[config.mk]
export PLATFORM = sky130hd
export DESIGN_NAME = diag_cfg_regs
export DESIGN_NICKNAME = d
export VERILOG_FILES = /design/src/include/diag_cfg_pkg.sv /design/src/hw/result_pair.sv /design/src/hw/diag_cfg_regs.sv
export SDC_FILE = /design/constraint.sdc
export NUM_CORES = 1
export LEC_CHECK = 0
export BUFFER_PORTS_ARGS = -buffer_cell sky130_fd_sc_hd__buf_2
export CORE_MARGIN = 5
export CORE_UTILIZATION = 37
export CTS_BUF_LIST = sky130_fd_sc_hd__clkbuf_8
export CTS_CLUSTER_SIZE = 28
export DETAILED_ROUTE_END_ITERATION = 12
export REMOVE_ABC_BUFFERS = 1
export SLEW_MARGIN = 20
export SYNTH_ARGS = -nofsm -noshare
export SYNTH_HDL_FRONTEND = slang
export SYNTH_HIERARCHICAL = 1
export SYNTH_SLANG_ARGS = --single-unit
[constraint.sdc]
create_clock -name pclk -period 2 [get_ports pclk]
set_input_delay 0 -clock pclk [delete_from_list [all_inputs] [get_ports pclk]]
set_output_delay 0 -clock pclk [all_outputs]
set_load 0.01 [all_outputs]
[src/include/diag_cfg_pkg.sv]
// constants for the diagnostic configuration register bank
// assumes an apb slave with 32-bit data; register indices map to byte address index*4
// Notes on behaviour
// RQ1: overcurrent limit, 8 bits, resets a2
// RQ2: undercurrent limit, 8 bits, resets 48
// RQ3: aux analog upper limit, resets ba
// RQ4: aux analog lower limit, resets 4b
// RQ5: per-fault bit turns bias off on fault
// RQ6: recheck bit self clears, restores healthy channels
// RQ7: auto recovery enable lifts fault power-downs
// RQ8: short detect skipped while disable bit set
// RQ9: bias overvoltage margin, 3 bits, reset 2
// RQ10: input-to-bias margin, 3 bits, reset 2
// RQ11: input overvoltage margin, reset 1, codes 0-1
// RQ12: auto mode enables support channels with inputs
// RQ13: support channel bits count only when forced
// RQ14: supply and aux enables always direct
// RQ15: supply filter select, reset 2, four codes
// RQ16: battery filter select, same encoding
// RQ17: merge bit ors overvoltage and battery short
// RQ18: 12-bit result split high byte, nibble
// RQ19: channel id 0 battery, 1 bias
// RQ20: software writes reset value into reserved
// RQ21: input scan enables bit7 one, bit6 two
// RQ22: high and low result bytes update together
package diag_cfg_pkg;
	localparam logic [7:0] IDX_HIGH_CUR   = 8'h4c;
	localparam logic [7:0] IDX_LOW_CUR    = 8'h4d;
	localparam logic [7:0] IDX_AUX_UP     = 8'h4e;
	localparam logic [7:0] IDX_AUX_LOW    = 8'h4f;
	localparam logic [7:0] IDX_PD_CTRL    = 8'h50;
	localparam logic [7:0] IDX_BIAS_SB    = 8'h51;
	localparam logic [7:0] IDX_IN_SB      = 8'h52;
	localparam logic [7:0] IDX_CH_EN      = 8'h53;
	localparam logic [7:0] IDX_FILT       = 8'h54;
	localparam logic [7:0] IDX_BAT_HI     = 8'h56;
	localparam logic [7:0] IDX_BAT_LO     = 8'h57;
	localparam logic [7:0] IDX_BIAS_HI    = 8'h58;
	localparam logic [7:0] IDX_BIAS_LO    = 8'h59;
	localparam logic [7:0] IDX_IN_SCAN    = 8'h46;
	localparam logic [7:0] RST_HIGH_CUR   = 8'ha2;
	localparam logic [7:0] RST_LOW_CUR    = 8'h48;
	localparam logic [7:0] RST_AUX_UP     = 8'hba;
	localparam logic [7:0] RST_AUX_LOW    = 8'h4b;
	localparam logic [7:0] RST_PD_CTRL    = 8'h88;
	localparam logic [7:0] RST_BIAS_SB    = 8'h40;
	localparam logic [7:0] RST_IN_SB      = 8'h44;
	localparam logic [7:0] RST_CH_EN      = 8'h00;
	localparam logic [7:0] RST_FILT       = 8'h48;
	localparam logic [7:0] RST_IN_SCAN    = 8'h00;
	localparam logic [3:0] ID_BATTERY     = 4'h0;
	localparam logic [3:0] ID_BIAS        = 4'h1;
	// writable masks: reserved bits read zero and ignore writes
	localparam logic [7:0] MASK_BIAS_SB   = 8'he0;
	localparam logic [7:0] MASK_IN_SB     = 8'hfc;
	localparam logic [7:0] MASK_CH_EN     = 8'hfe;
	localparam logic [7:0] MASK_FILT      = 8'h6d;
	localparam logic [7:0] MASK_IN_SCAN   = 8'hc0;
	// field positions
	localparam int B_PD_SHORT = 7;
	localparam int B_PD_OVERCUR = 6;
	localparam int B_PD_UNDERCUR = 5;
	localparam int B_PD_OV = 4;
	localparam int B_PD_OT = 3;
	localparam int B_RECHECK = 2;
	localparam int B_AUTO_REC = 1;
	localparam int B_SHORT_OFF = 0;
	localparam int B_FORCE = 7;
	localparam int B_EN_LOAD = 6;
	localparam int B_EN_BIAS = 5;
	localparam int B_EN_BAT = 4;
	localparam int B_EN_TEMP = 3;
	localparam int B_EN_SUPPLY = 2;
	localparam int B_EN_AUX = 1;
	localparam int B_IN_ONE = 7;
	localparam int B_IN_TWO = 6;
	localparam int B_MERGE = 0;
	localparam int F_MARGIN_HI = 5;
	localparam int F_IN_OV_LO = 2;
	localparam int F_SUP_FILT = 5;
	localparam int F_BAT_FILT = 2;
	localparam logic [2:0] IN_OV_MARGIN_MAX = 3'h1;
	typedef enum logic [1:0] {
		FILT_3M5   = 2'b00,
		FILT_200K  = 2'b01,
		FILT_100K  = 2'b10,
		FILT_NONE  = 2'b11
	} filter_sel_t;
endpackage

[src/hw/result_pair.sv]
// holds one monitor channel's 12-bit result and serves it as high byte and low nibble+id
// assumes the converter presents result and a one-cycle strobe on pclk
module result_pair
	import diag_cfg_pkg::*;
#(
	parameter logic [3:0] CHAN_ID = 4'h0
) (
	input  wire logic        pclk,       // clock
	input  wire logic        presetn,    // async reset, low
	input  wire logic        res_valid,  // new conversion strobe
	input  wire logic [11:0] res_data,   // conversion result
	output logic      [7:0]  high_byte,  // result bits 11:4
	output logic      [7:0]  low_byte    // bits 3:0 and id
);
	logic [11:0] result_ff;

	// RQ22 one update both bytes
	always_ff @(posedge pclk or negedge presetn) begin
		if (!presetn) begin
			result_ff <= 12'h000;
		end else if (res_valid) begin
			result_ff <= res_data;
		end
	end

	// RQ18 split result
	assign high_byte = result_ff[11:4];
	// RQ19 constant id
	assign low_byte  = {result_ff[3:0], CHAN_ID};
endmodule // result_pair

[src/hw/diag_cfg_regs.sv]
// apb register bank for bias fault thresholds, power-down reaction, recovery,
// safebands, channel enables, filter selection and the first monitor results
// assumes fault flags arrive from analog comparators asynchronously; results on pclk
//
// The APB slave port was decided locally.
module diag_cfg_regs
	import diag_cfg_pkg::*;
(
	input  wire logic        pclk,             // 250 MHz clock
	input  wire logic        presetn,          // async reset, low
	input  wire logic        psel,             // apb select
	input  wire logic        penable,          // apb access phase
	input  wire logic        pwrite,           // apb write
	input  wire logic [11:0] paddr,            // apb byte address
	input  wire logic [31:0] pwdata,           // apb write data
	input  wire logic [3:0]  pstrb,            // apb byte strobes
	output logic      [31:0] prdata,           // apb read data
	output logic             pready,           // apb ready
	output logic             pslverr,          // apb error
	input  wire logic        fault_short_raw,  // bias short comparator
	input  wire logic        fault_overcur_raw,// bias overcurrent comparator
	input  wire logic        fault_undercur_raw,// bias undercurrent comparator
	input  wire logic        fault_ov_raw,     // bias overvoltage comparator
	input  wire logic        fault_ot_raw,     // overtemperature comparator
	input  wire logic        in_ov_raw,        // input overvoltage comparator
	input  wire logic        in_bat_short_raw, // input short to battery
	input  wire logic        bat_res_valid,    // battery conversion strobe
	input  wire logic [11:0] bat_res_data,     // battery conversion
	input  wire logic        bias_res_valid,   // bias conversion strobe
	input  wire logic [11:0] bias_res_data,    // bias conversion
	output logic             bias_on,          // bias power enable
	output logic             short_detect_en,  // short detection active
	output logic [7:0]       bias_overcurrent_limit,   // threshold code
	output logic [7:0]       bias_undercurrent_limit,  // threshold code
	output logic [7:0]       aux_analog_upper_limit,   // threshold code
	output logic [7:0]       aux_analog_lower_limit,   // threshold code
	output logic [2:0]       bias_ov_margin,           // 30mV steps
	output logic [2:0]       input_to_bias_margin,     // 30mV steps
	output logic [2:0]       input_ov_margin,          // 0 or 30mV
	output logic             load_check_on,            // effective enable
	output logic             bias_check_on,            // effective enable
	output logic             battery_check_on,         // effective enable
	output logic             temp_check_on,            // effective enable
	output logic             analog_supply_check_en,   // supply enable
	output logic             aux_analog_check_en,      // aux channel enable
	output logic [1:0]       analog_supply_filter,     // filter code
	output logic [1:0]       battery_filter,           // filter code
	output logic             input_ov_fault,           // reported input ov
	output logic             battery_short_fault       // reported battery short
);
	logic [7:0] high_cur_ff, low_cur_ff, aux_up_ff, aux_low_ff;
	logic [7:0] pd_ctrl_ff, bias_sb_ff, in_sb_ff, ch_en_ff, filt_ff, in_scan_ff;
	logic [6:0] sync1_ff, sync2_ff;
	logic       bias_on_ff, ov_rep_ff, bs_rep_ff;
	logic [7:0] bat_hi, bat_lo, bias_hi, bias_lo;
	logic       wr_en, rd_phase, addr_ok, bias_fault;
	logic [9:0] idx;
	logic [7:0] wbyte, rbyte;

	assign idx      = paddr[11:2];
	assign wr_en    = psel && penable && pwrite && pstrb[0] && addr_ok && (paddr[1:0] == 2'b00);
	assign rd_phase = psel && penable;
	assign wbyte    = pwdata[7:0];
	assign pready   = 1'b1;

	function automatic logic [7:0] masked(input logic [7:0] old, input logic [7:0] nw, input logic [7:0] m);
		masked = (old & ~m) | (nw & m);
	endfunction

	always_comb begin
		addr_ok = 1'b1;
		rbyte   = 8'h00;
		unique case (idx[7:0] & {8{idx[9:8] == 2'b00}})
			IDX_HIGH_CUR: rbyte = high_cur_ff;
			IDX_LOW_CUR:  rbyte = low_cur_ff;
			IDX_AUX_UP:   rbyte = aux_up_ff;
			IDX_AUX_LOW:  rbyte = aux_low_ff;
			IDX_PD_CTRL:  rbyte = pd_ctrl_ff;
			IDX_BIAS_SB:  rbyte = bias_sb_ff;
			IDX_IN_SB:    rbyte = in_sb_ff;
			IDX_CH_EN:    rbyte = ch_en_ff;
			IDX_FILT:     rbyte = filt_ff;
			IDX_IN_SCAN:  rbyte = in_scan_ff;
			IDX_BAT_HI:   rbyte = bat_hi;
			IDX_BAT_LO:   rbyte = bat_lo;
			IDX_BIAS_HI:  rbyte = bias_hi;
			IDX_BIAS_LO:  rbyte = bias_lo;
			default:      addr_ok = 1'b0;
		endcase
		// a misaligned word is refused like an unmapped one, matching the write gate
		if (idx[9:8] != 2'b00 || paddr[1:0] != 2'b00) begin
			addr_ok = 1'b0;
		end
	end

	// unmapped addresses answer with an error and zero data
	assign pslverr = rd_phase && !addr_ok;
	assign prdata  = {24'h000000, rbyte};

	// RQ1 overcurrent threshold
	always_ff @(posedge pclk or negedge presetn) begin
		if (!presetn) high_cur_ff <= RST_HIGH_CUR;
		else if (wr_en && idx == {2'b00, IDX_HIGH_CUR}) high_cur_ff <= wbyte;
	end
	// RQ2 undercurrent threshold
	always_ff @(posedge pclk or negedge presetn) begin
		if (!presetn) low_cur_ff <= RST_LOW_CUR;
		else if (wr_en && idx == {2'b00, IDX_LOW_CUR}) low_cur_ff <= wbyte;
	end
	// RQ3 aux upper threshold
	always_ff @(posedge pclk or negedge presetn) begin
		if (!presetn) aux_up_ff <= RST_AUX_UP;
		else if (wr_en && idx == {2'b00, IDX_AUX_UP}) aux_up_ff <= wbyte;
	end
	// RQ4 aux lower threshold
	always_ff @(posedge pclk or negedge presetn) begin
		if (!presetn) aux_low_ff <= RST_AUX_LOW;
		else if (wr_en && idx == {2'b00, IDX_AUX_LOW}) aux_low_ff <= wbyte;
	end

	// RQ6 recheck self clears
	always_ff @(posedge pclk or negedge presetn) begin
		if (!presetn) begin
			pd_ctrl_ff <= RST_PD_CTRL;
		end else if (wr_en && idx == {2'b00, IDX_PD_CTRL}) begin
			pd_ctrl_ff <= wbyte;
		end else begin
			pd_ctrl_ff[B_RECHECK] <= 1'b0;
		end
	end

	// RQ9 bias ov margin
	// RQ20 reserved bits held
	always_ff @(posedge pclk or negedge presetn) begin
		if (!presetn) bias_sb_ff <= RST_BIAS_SB;
		else if (wr_en && idx == {2'b00, IDX_BIAS_SB}) bias_sb_ff <= masked(bias_sb_ff, wbyte, MASK_BIAS_SB);
	end

	// RQ10 input-to-bias margin
	// RQ11 input ov margin
	always_ff @(posedge pclk or negedge presetn) begin
		if (!presetn) in_sb_ff <= RST_IN_SB;
		else if (wr_en && idx == {2'b00, IDX_IN_SB}) in_sb_ff <= masked(in_sb_ff, wbyte, MASK_IN_SB);
	end

	always_ff @(posedge pclk or negedge presetn) begin
		if (!presetn) ch_en_ff <= RST_CH_EN;
		else if (wr_en && idx == {2'b00, IDX_CH_EN}) ch_en_ff <= masked(ch_en_ff, wbyte, MASK_CH_EN);
	end

	// RQ15 supply filter
	// RQ16 battery filter
	always_ff @(posedge pclk or negedge presetn) begin
		if (!presetn) filt_ff <= RST_FILT;
		else if (wr_en && idx == {2'b00, IDX_FILT}) filt_ff <= masked(filt_ff, wbyte, MASK_FILT);
	end

	// RQ21 input scan enables
	always_ff @(posedge pclk or negedge presetn) begin
		if (!presetn) in_scan_ff <= RST_IN_SCAN;
		else if (wr_en && idx == {2'b00, IDX_IN_SCAN}) in_scan_ff <= masked(in_scan_ff, wbyte, MASK_IN_SCAN);
	end

	// comparator flags are asynchronous: two flops before use
	always_ff @(posedge pclk or negedge presetn) begin
		if (!presetn) begin
			sync1_ff <= 7'h00;
			sync2_ff <= 7'h00;
		end else begin
			sync1_ff <= {in_bat_short_raw, in_ov_raw, fault_ot_raw, fault_ov_raw,
				fault_undercur_raw, fault_overcur_raw, fault_short_raw};
			sync2_ff <= sync1_ff;
		end
	end

	// RQ8 short detect gating
	// RQ5 per-fault power-down
	assign bias_fault = (sync2_ff[0] && !pd_ctrl_ff[B_SHORT_OFF] && pd_ctrl_ff[B_PD_SHORT])
		|| (sync2_ff[1] && pd_ctrl_ff[B_PD_OVERCUR])
		|| (sync2_ff[2] && pd_ctrl_ff[B_PD_UNDERCUR])
		|| (sync2_ff[3] && pd_ctrl_ff[B_PD_OV])
		|| (sync2_ff[4] && pd_ctrl_ff[B_PD_OT]);

	// a fault in the same cycle as a recovery wins, so bias never
	// powers up into a condition still present
	always_ff @(posedge pclk or negedge presetn) begin
		if (!presetn) begin
			bias_on_ff <= 1'b1;
		end else if (bias_fault) begin
			bias_on_ff <= 1'b0;
		// RQ7 automatic recovery
		end else if (pd_ctrl_ff[B_AUTO_REC]) begin
			bias_on_ff <= 1'b1;
		// RQ6 manual recheck
		end else if (pd_ctrl_ff[B_RECHECK]) begin
			bias_on_ff <= 1'b1;
		end
	end

	// RQ17 merge battery short
	always_ff @(posedge pclk or negedge presetn) begin
		if (!presetn) begin
			ov_rep_ff <= 1'b0;
			bs_rep_ff <= 1'b0;
		end else if (filt_ff[B_MERGE]) begin
			ov_rep_ff <= 1'b0;
			bs_rep_ff <= sync2_ff[5] | sync2_ff[6];
		end else begin
			ov_rep_ff <= sync2_ff[5];
			bs_rep_ff <= sync2_ff[6];
		end
	end

	result_pair #(.CHAN_ID(ID_BATTERY)) u_bat (
		.pclk      (pclk),
		.presetn   (presetn),
		.res_valid (bat_res_valid),
		.res_data  (bat_res_data),
		.high_byte (bat_hi),
		.low_byte  (bat_lo)
	);

	result_pair #(.CHAN_ID(ID_BIAS)) u_bias (
		.pclk      (pclk),
		.presetn   (presetn),
		.res_valid (bias_res_valid),
		.res_data  (bias_res_data),
		.high_byte (bias_hi),
		.low_byte  (bias_lo)
	);

	assign bias_on                 = bias_on_ff;
	assign short_detect_en         = !pd_ctrl_ff[B_SHORT_OFF];
	assign bias_overcurrent_limit  = high_cur_ff;
	assign bias_undercurrent_limit = low_cur_ff;
	assign aux_analog_upper_limit  = aux_up_ff;
	assign aux_analog_lower_limit  = aux_low_ff;
	assign bias_ov_margin          = bias_sb_ff[F_MARGIN_HI +: 3];
	assign input_to_bias_margin    = in_sb_ff[F_MARGIN_HI +: 3];
	// codes above one are unsupported, so clamp rather than pass them on
	assign input_ov_margin = (in_sb_ff[F_IN_OV_LO +: 3] > IN_OV_MARGIN_MAX) ? IN_OV_MARGIN_MAX
		: in_sb_ff[F_IN_OV_LO +: 3];

	// RQ12 auto channel enable
	// RQ13 manual enables when forced
	always_comb begin
		logic any_in;
		any_in = in_scan_ff[B_IN_ONE] | in_scan_ff[B_IN_TWO];
		if (ch_en_ff[B_FORCE]) begin
			load_check_on    = ch_en_ff[B_EN_LOAD];
			bias_check_on    = ch_en_ff[B_EN_BIAS];
			battery_check_on = ch_en_ff[B_EN_BAT];
			temp_check_on    = ch_en_ff[B_EN_TEMP];
		end else begin
			load_check_on    = any_in;
			bias_check_on    = any_in;
			battery_check_on = any_in;
			temp_check_on    = any_in;
		end
	end

	// RQ14 direct enables
	assign analog_supply_check_en = ch_en_ff[B_EN_SUPPLY];
	assign aux_analog_check_en    = ch_en_ff[B_EN_AUX];
	assign analog_supply_filter   = filt_ff[F_SUP_FILT +: 2];
	assign battery_filter         = filt_ff[F_BAT_FILT +: 2];
	assign input_ov_fault         = ov_rep_ff;
	assign battery_short_fault    = bs_rep_ff;
endmodule // diag_cfg_regs

==> key figures <==
Logic synthesis
  – Prevailing post-synth register cell: dfrtp_1
  – Mux share of post-synthesis cell area: approximately a quarter
  – Post-synthesis sequential area ratio: between 40% and 50%
  – Combinational family with the most area after synthesis: multiplexers
  – XOR/XNOR Fraction of Synth Area: 0%
  – Adder-cell share of the synthesized area: 0%
  – Synth Cell Area: approximately 0.0053 mm^2
  – Distinct cells, synth: 58
  – Post-synth EDFFs: 0
  – Post-synth top area cell: dfrtp_1
  – Yosys reg bits: approximately 100
  – Yosys top cell area share: 38.4%
  – Synth top area cells: dfrtp_1 (38%), mux2_2 (15%), dfstp_2 (11%)
  – Yosys warning count: 6
  – Synth Area per Inst: ~13 um^2
  – Post-synthesis compound-gate area fraction: a little under 7%
  – Post-synth ARST share: between 90% and 100%
  – Mapped Cells: about 400
  – Post-synthesis simple-gate area fraction: under 10%

Power
  – Leak pwr: between 3 and 4 nW
  – Pwr Density: slightly above 600 mW/mm^2
  – Max VDD drop: roughly 0.52 mV

CTS
  – H-tree levels: 3
  – Skew-Pair Late Insertion Delay: 0.38 ns
  – CTS tree: done
  – Clock-pin slew on the worst setup and hold paths: ~0.10 ns
  – CTS sink cnt: 104
  – Clk buf depth: 2
  – CTS Buf Count: 9
  – CTS Root Cell: clkbuf_8

STA
  – Worst slew pin tran: approximately 0.56 ns
  – Max-slew violation count: 0
  – Hold WS: approximately 0.030 ns
  – Final setup vio count: 1
  – Worst Skew: about 0.0087 ns
  – Slew headroom: between 60 and 70%
  – RSZ-0062 raised after global routing: true
  – Tcrit/Tclk final: 108%
  – Max Clk Rate: approximately 460 MHz
  – Tmin final: 2.16 ns
  – Setup WS post-layout: -0.160 ns
  – Setup TNS: -0.160 ns
  – Hold Fails Final Rpt: 0

Die
  – Row count: 44
  – Die X: between 100 and 150 um
  – Die height: 130 um
  – Die area: 0.0169 mm^2
  – Starting Density: a little under two fifths
  – # IOs: 175
  – Core footprint: ~0.014 mm^2

Status
  – Failing checks: negative setup slack
  – Outcome: complete, but fails checks

Place
  – HPWL Detailed: ~11,000 um
  – IO Port Bufs: between 100 and 150
  – Placed Cells: 696
  – Gpl congestion: between 0.8 and 0.9

Critical path
  – Crit Path Max Fanout: 2
  – Worst reg2reg path startpoint: pd_ctrl_ff[5]$_DFFE_PN0P_
  – Crit path DAT: approximately 2.2 ns
  – CP endpoint kind: output pin
  – WP data required: ~2 ns
  – Reg2reg end: bias_on$_DFFE_PN1P_
  – FF-to-FF path depth: 3
  – Crit Path Class: flop to output pin
  – Reg2Reg Setup Slack: between 0.9 and 1 ns
  – CP Launch Type: flop

Global route
  – Largest net degree at the start of global routing: a little over 80
  – Global route overflow: 0
  – Global-route wire length before repair: around 22,000 um
  – Initial antenna violation count: 0
  – Number of global-route vias before repair: 3,925
  – GRT Overall Usage: 17.4%

Worst hold path
  – Hold_sp: pwdata[5]
  – Hold Path Class: input pin to flop
  – Hold endpoint: aux_analog_lower_limit[5]$_DFFE_PN0P_
  – Hold depth: 2

Finish
  – Area grow syn2layout: 24.7%
  – Non-filler cells, final: between 700 and 800
  – Share of layout cells above drive strength 1: between 50% and 60%
  – Filler Cells Inserted: 1,300
  – Multi-input combinational cell area: 0.00239 mm^2
  – Sequential cell area: around 0.0026 mm^2
  – N_diodes: 0
  – Layout Nets: 650

Routing
  – Routed len/inst: approximately 19 um
  – Routed wire length: approximately 14,000 um
  – Drt first pass iters: 4
  – DR vias/cell: between 5 and 6
  – Starting DRT DRC Count: ~210
  – DRC viols: 0
  – Number of nets still failing antenna checks after routing: 0
  – Vias: 3,785

Flow run
  – MaxCap Viol Count: 0
## worst max-delay path: stages, from the launching register on
cell     delay [ns]
dfrtp_1        0.39
mux4_2         0.52
a22o_1         0.23
or4_4          0.49
buf_6          0.14
## sequential cells by signal, indices dropped and copies added, names as in the netlist, 8 cells and up
| register | flops |
|---|---|
| u_bias/result_ff | 12 |
| u_bat/result_ff | 12 |
| aux_analog_upper_limit | 8 |
| aux_analog_lower_limit | 8 |
| bias_undercurrent_limit | 8 |
| bias_overcurrent_limit | 8 |
| pd_ctrl_ff | 8 |
## cells in the final DEF (no fill, tap or decap), drive strengths merged, types with 2 or more instances in the layout
cell type    synthesis  layout
buf                 56     141
mux2                90      90
dfrtp               82      82
dlygate4sd3          0      39
conb                 5      35
dfstp               22      22
nand3               15      15
inv                  7      11
mux2i               10      10
a21oi               10      10
clkbuf               5      10
mux4                 8       8
nor2                 8       8
a22o                 6       6
nor2b                6       6
nor3                 6       6
a32oi                6       6
a22oi                5       5
o21ai                5       5
nand4                4       4
nor3b                3       3
o211ai               3       3
a2bb2oi              3       3
nand2                3       3
nor4b                3       3
and2                 3       3
and4                 2       2
nand2b               2       2
or3                  2       2
nand3b               2       2
and3                 2       2
o311ai               2       2
or4                  2       2
nor4                 2       2
## power breakdown
part	internal, mW	leakage [nW]	switching [mW]
combinational	0.224	1.91	0.232
clock	0.621	0.109	0.743
sequential	2.17	1.28	0.0336
## Yosys cell counts, types with 5 or more instances
cell type	number
nand3_2	7
buf_2	8
nand3_1	8
dfstp_2	22
a21oi_1	10
dfrtp_1	82
a22oi_1	5
a22o_1	6
conb_1	5
nor2b_1	6
inv_1	7
clkbuf_1	5
a32oi_1	6
mux2_2	70
o21ai_0	5
mux2_4	20
buf_4	42
mux2i_1	10
nor3_1	6
nor2_1	7
mux4_2	8
## stage by stage
stage	power [mW]	instance area (um^2)	setup slack, ns	util, %
floorplan	2.41	5030	0.345	-
finish	4.02	6660	-0.160	46.3
global route	4.23	6660	-0.222	46.3
global placement	2.63	6030	0.133	42.0
CTS	4.09	6650	-0.184	46.3
detailed placement	2.64	6030	0.125	42.0
## cell type report
cell class | count | share of cell area [%]
multi-input combinational | 262 | 35.8
sequential | 104 | 39.5
inverter | 7 | 0.395
clock inverter | 6 | 0.977
tap | 184 | 3.46
timing repair buffer | 180 | 17.8
clock buffer | 10 | 2.07
## cells by family (layout without fill, tap and decap cells)
family	count (synthesis)	after routing
AOI/OAI and AO/OA	50	50
DFF	104	104
buffers and inverters	68	203
muxes	108	108
other	5	35
and+or+nand+nor	69	69
## worst max path at each step
stage	from	end	slack, ns	cells past startpoint
3_3_place_gp	aux_analog_lower_limit[5]$_DFFE_PN0P_	prdata[5]	0.13	4
6_report	aux_analog_lower_limit[5]$_DFFE_PN0P_	prdata[5]	-0.16	4
3_5_place_dp	aux_analog_lower_limit[5]$_DFFE_PN0P_	prdata[5]	0.12	4
2_1_floorplan	aux_analog_lower_limit[5]$_DFFE_PN0P_	prdata[5]	0.35	3
5_1_grt	aux_analog_lower_limit[5]$_DFFE_PN0P_	prdata[5]	-0.22	4
4_1_cts	aux_analog_lower_limit[5]$_DFFE_PN0P_	prdata[5]	-0.18	4
## layer usage
| metal | part of all wire [%] | global-route usage (%) | vias to the layer above |
|---|---|---|---|
| met2 | 48 | 28.1 | 141 |
| met3 | 7.1 | 5.12 | 15 |
| met5 | 0 | 0 | - |
| met1 | 44 | 23.4 | 1885 |
| met4 | 0.97 | 3.67 | 0 |
| li1 | - | - | 1744 |
## timing repair
action                                  in CTS  in global routing
resized for setup                            2                  1
buffers inserted                             2                  0
endpoints found under the setup margin       2                  2
endpoints found under the hold margin      166                  0
pin swaps                                    3                  2
hold buffers                                39                  0
Power figures use the tool's default switching activity.
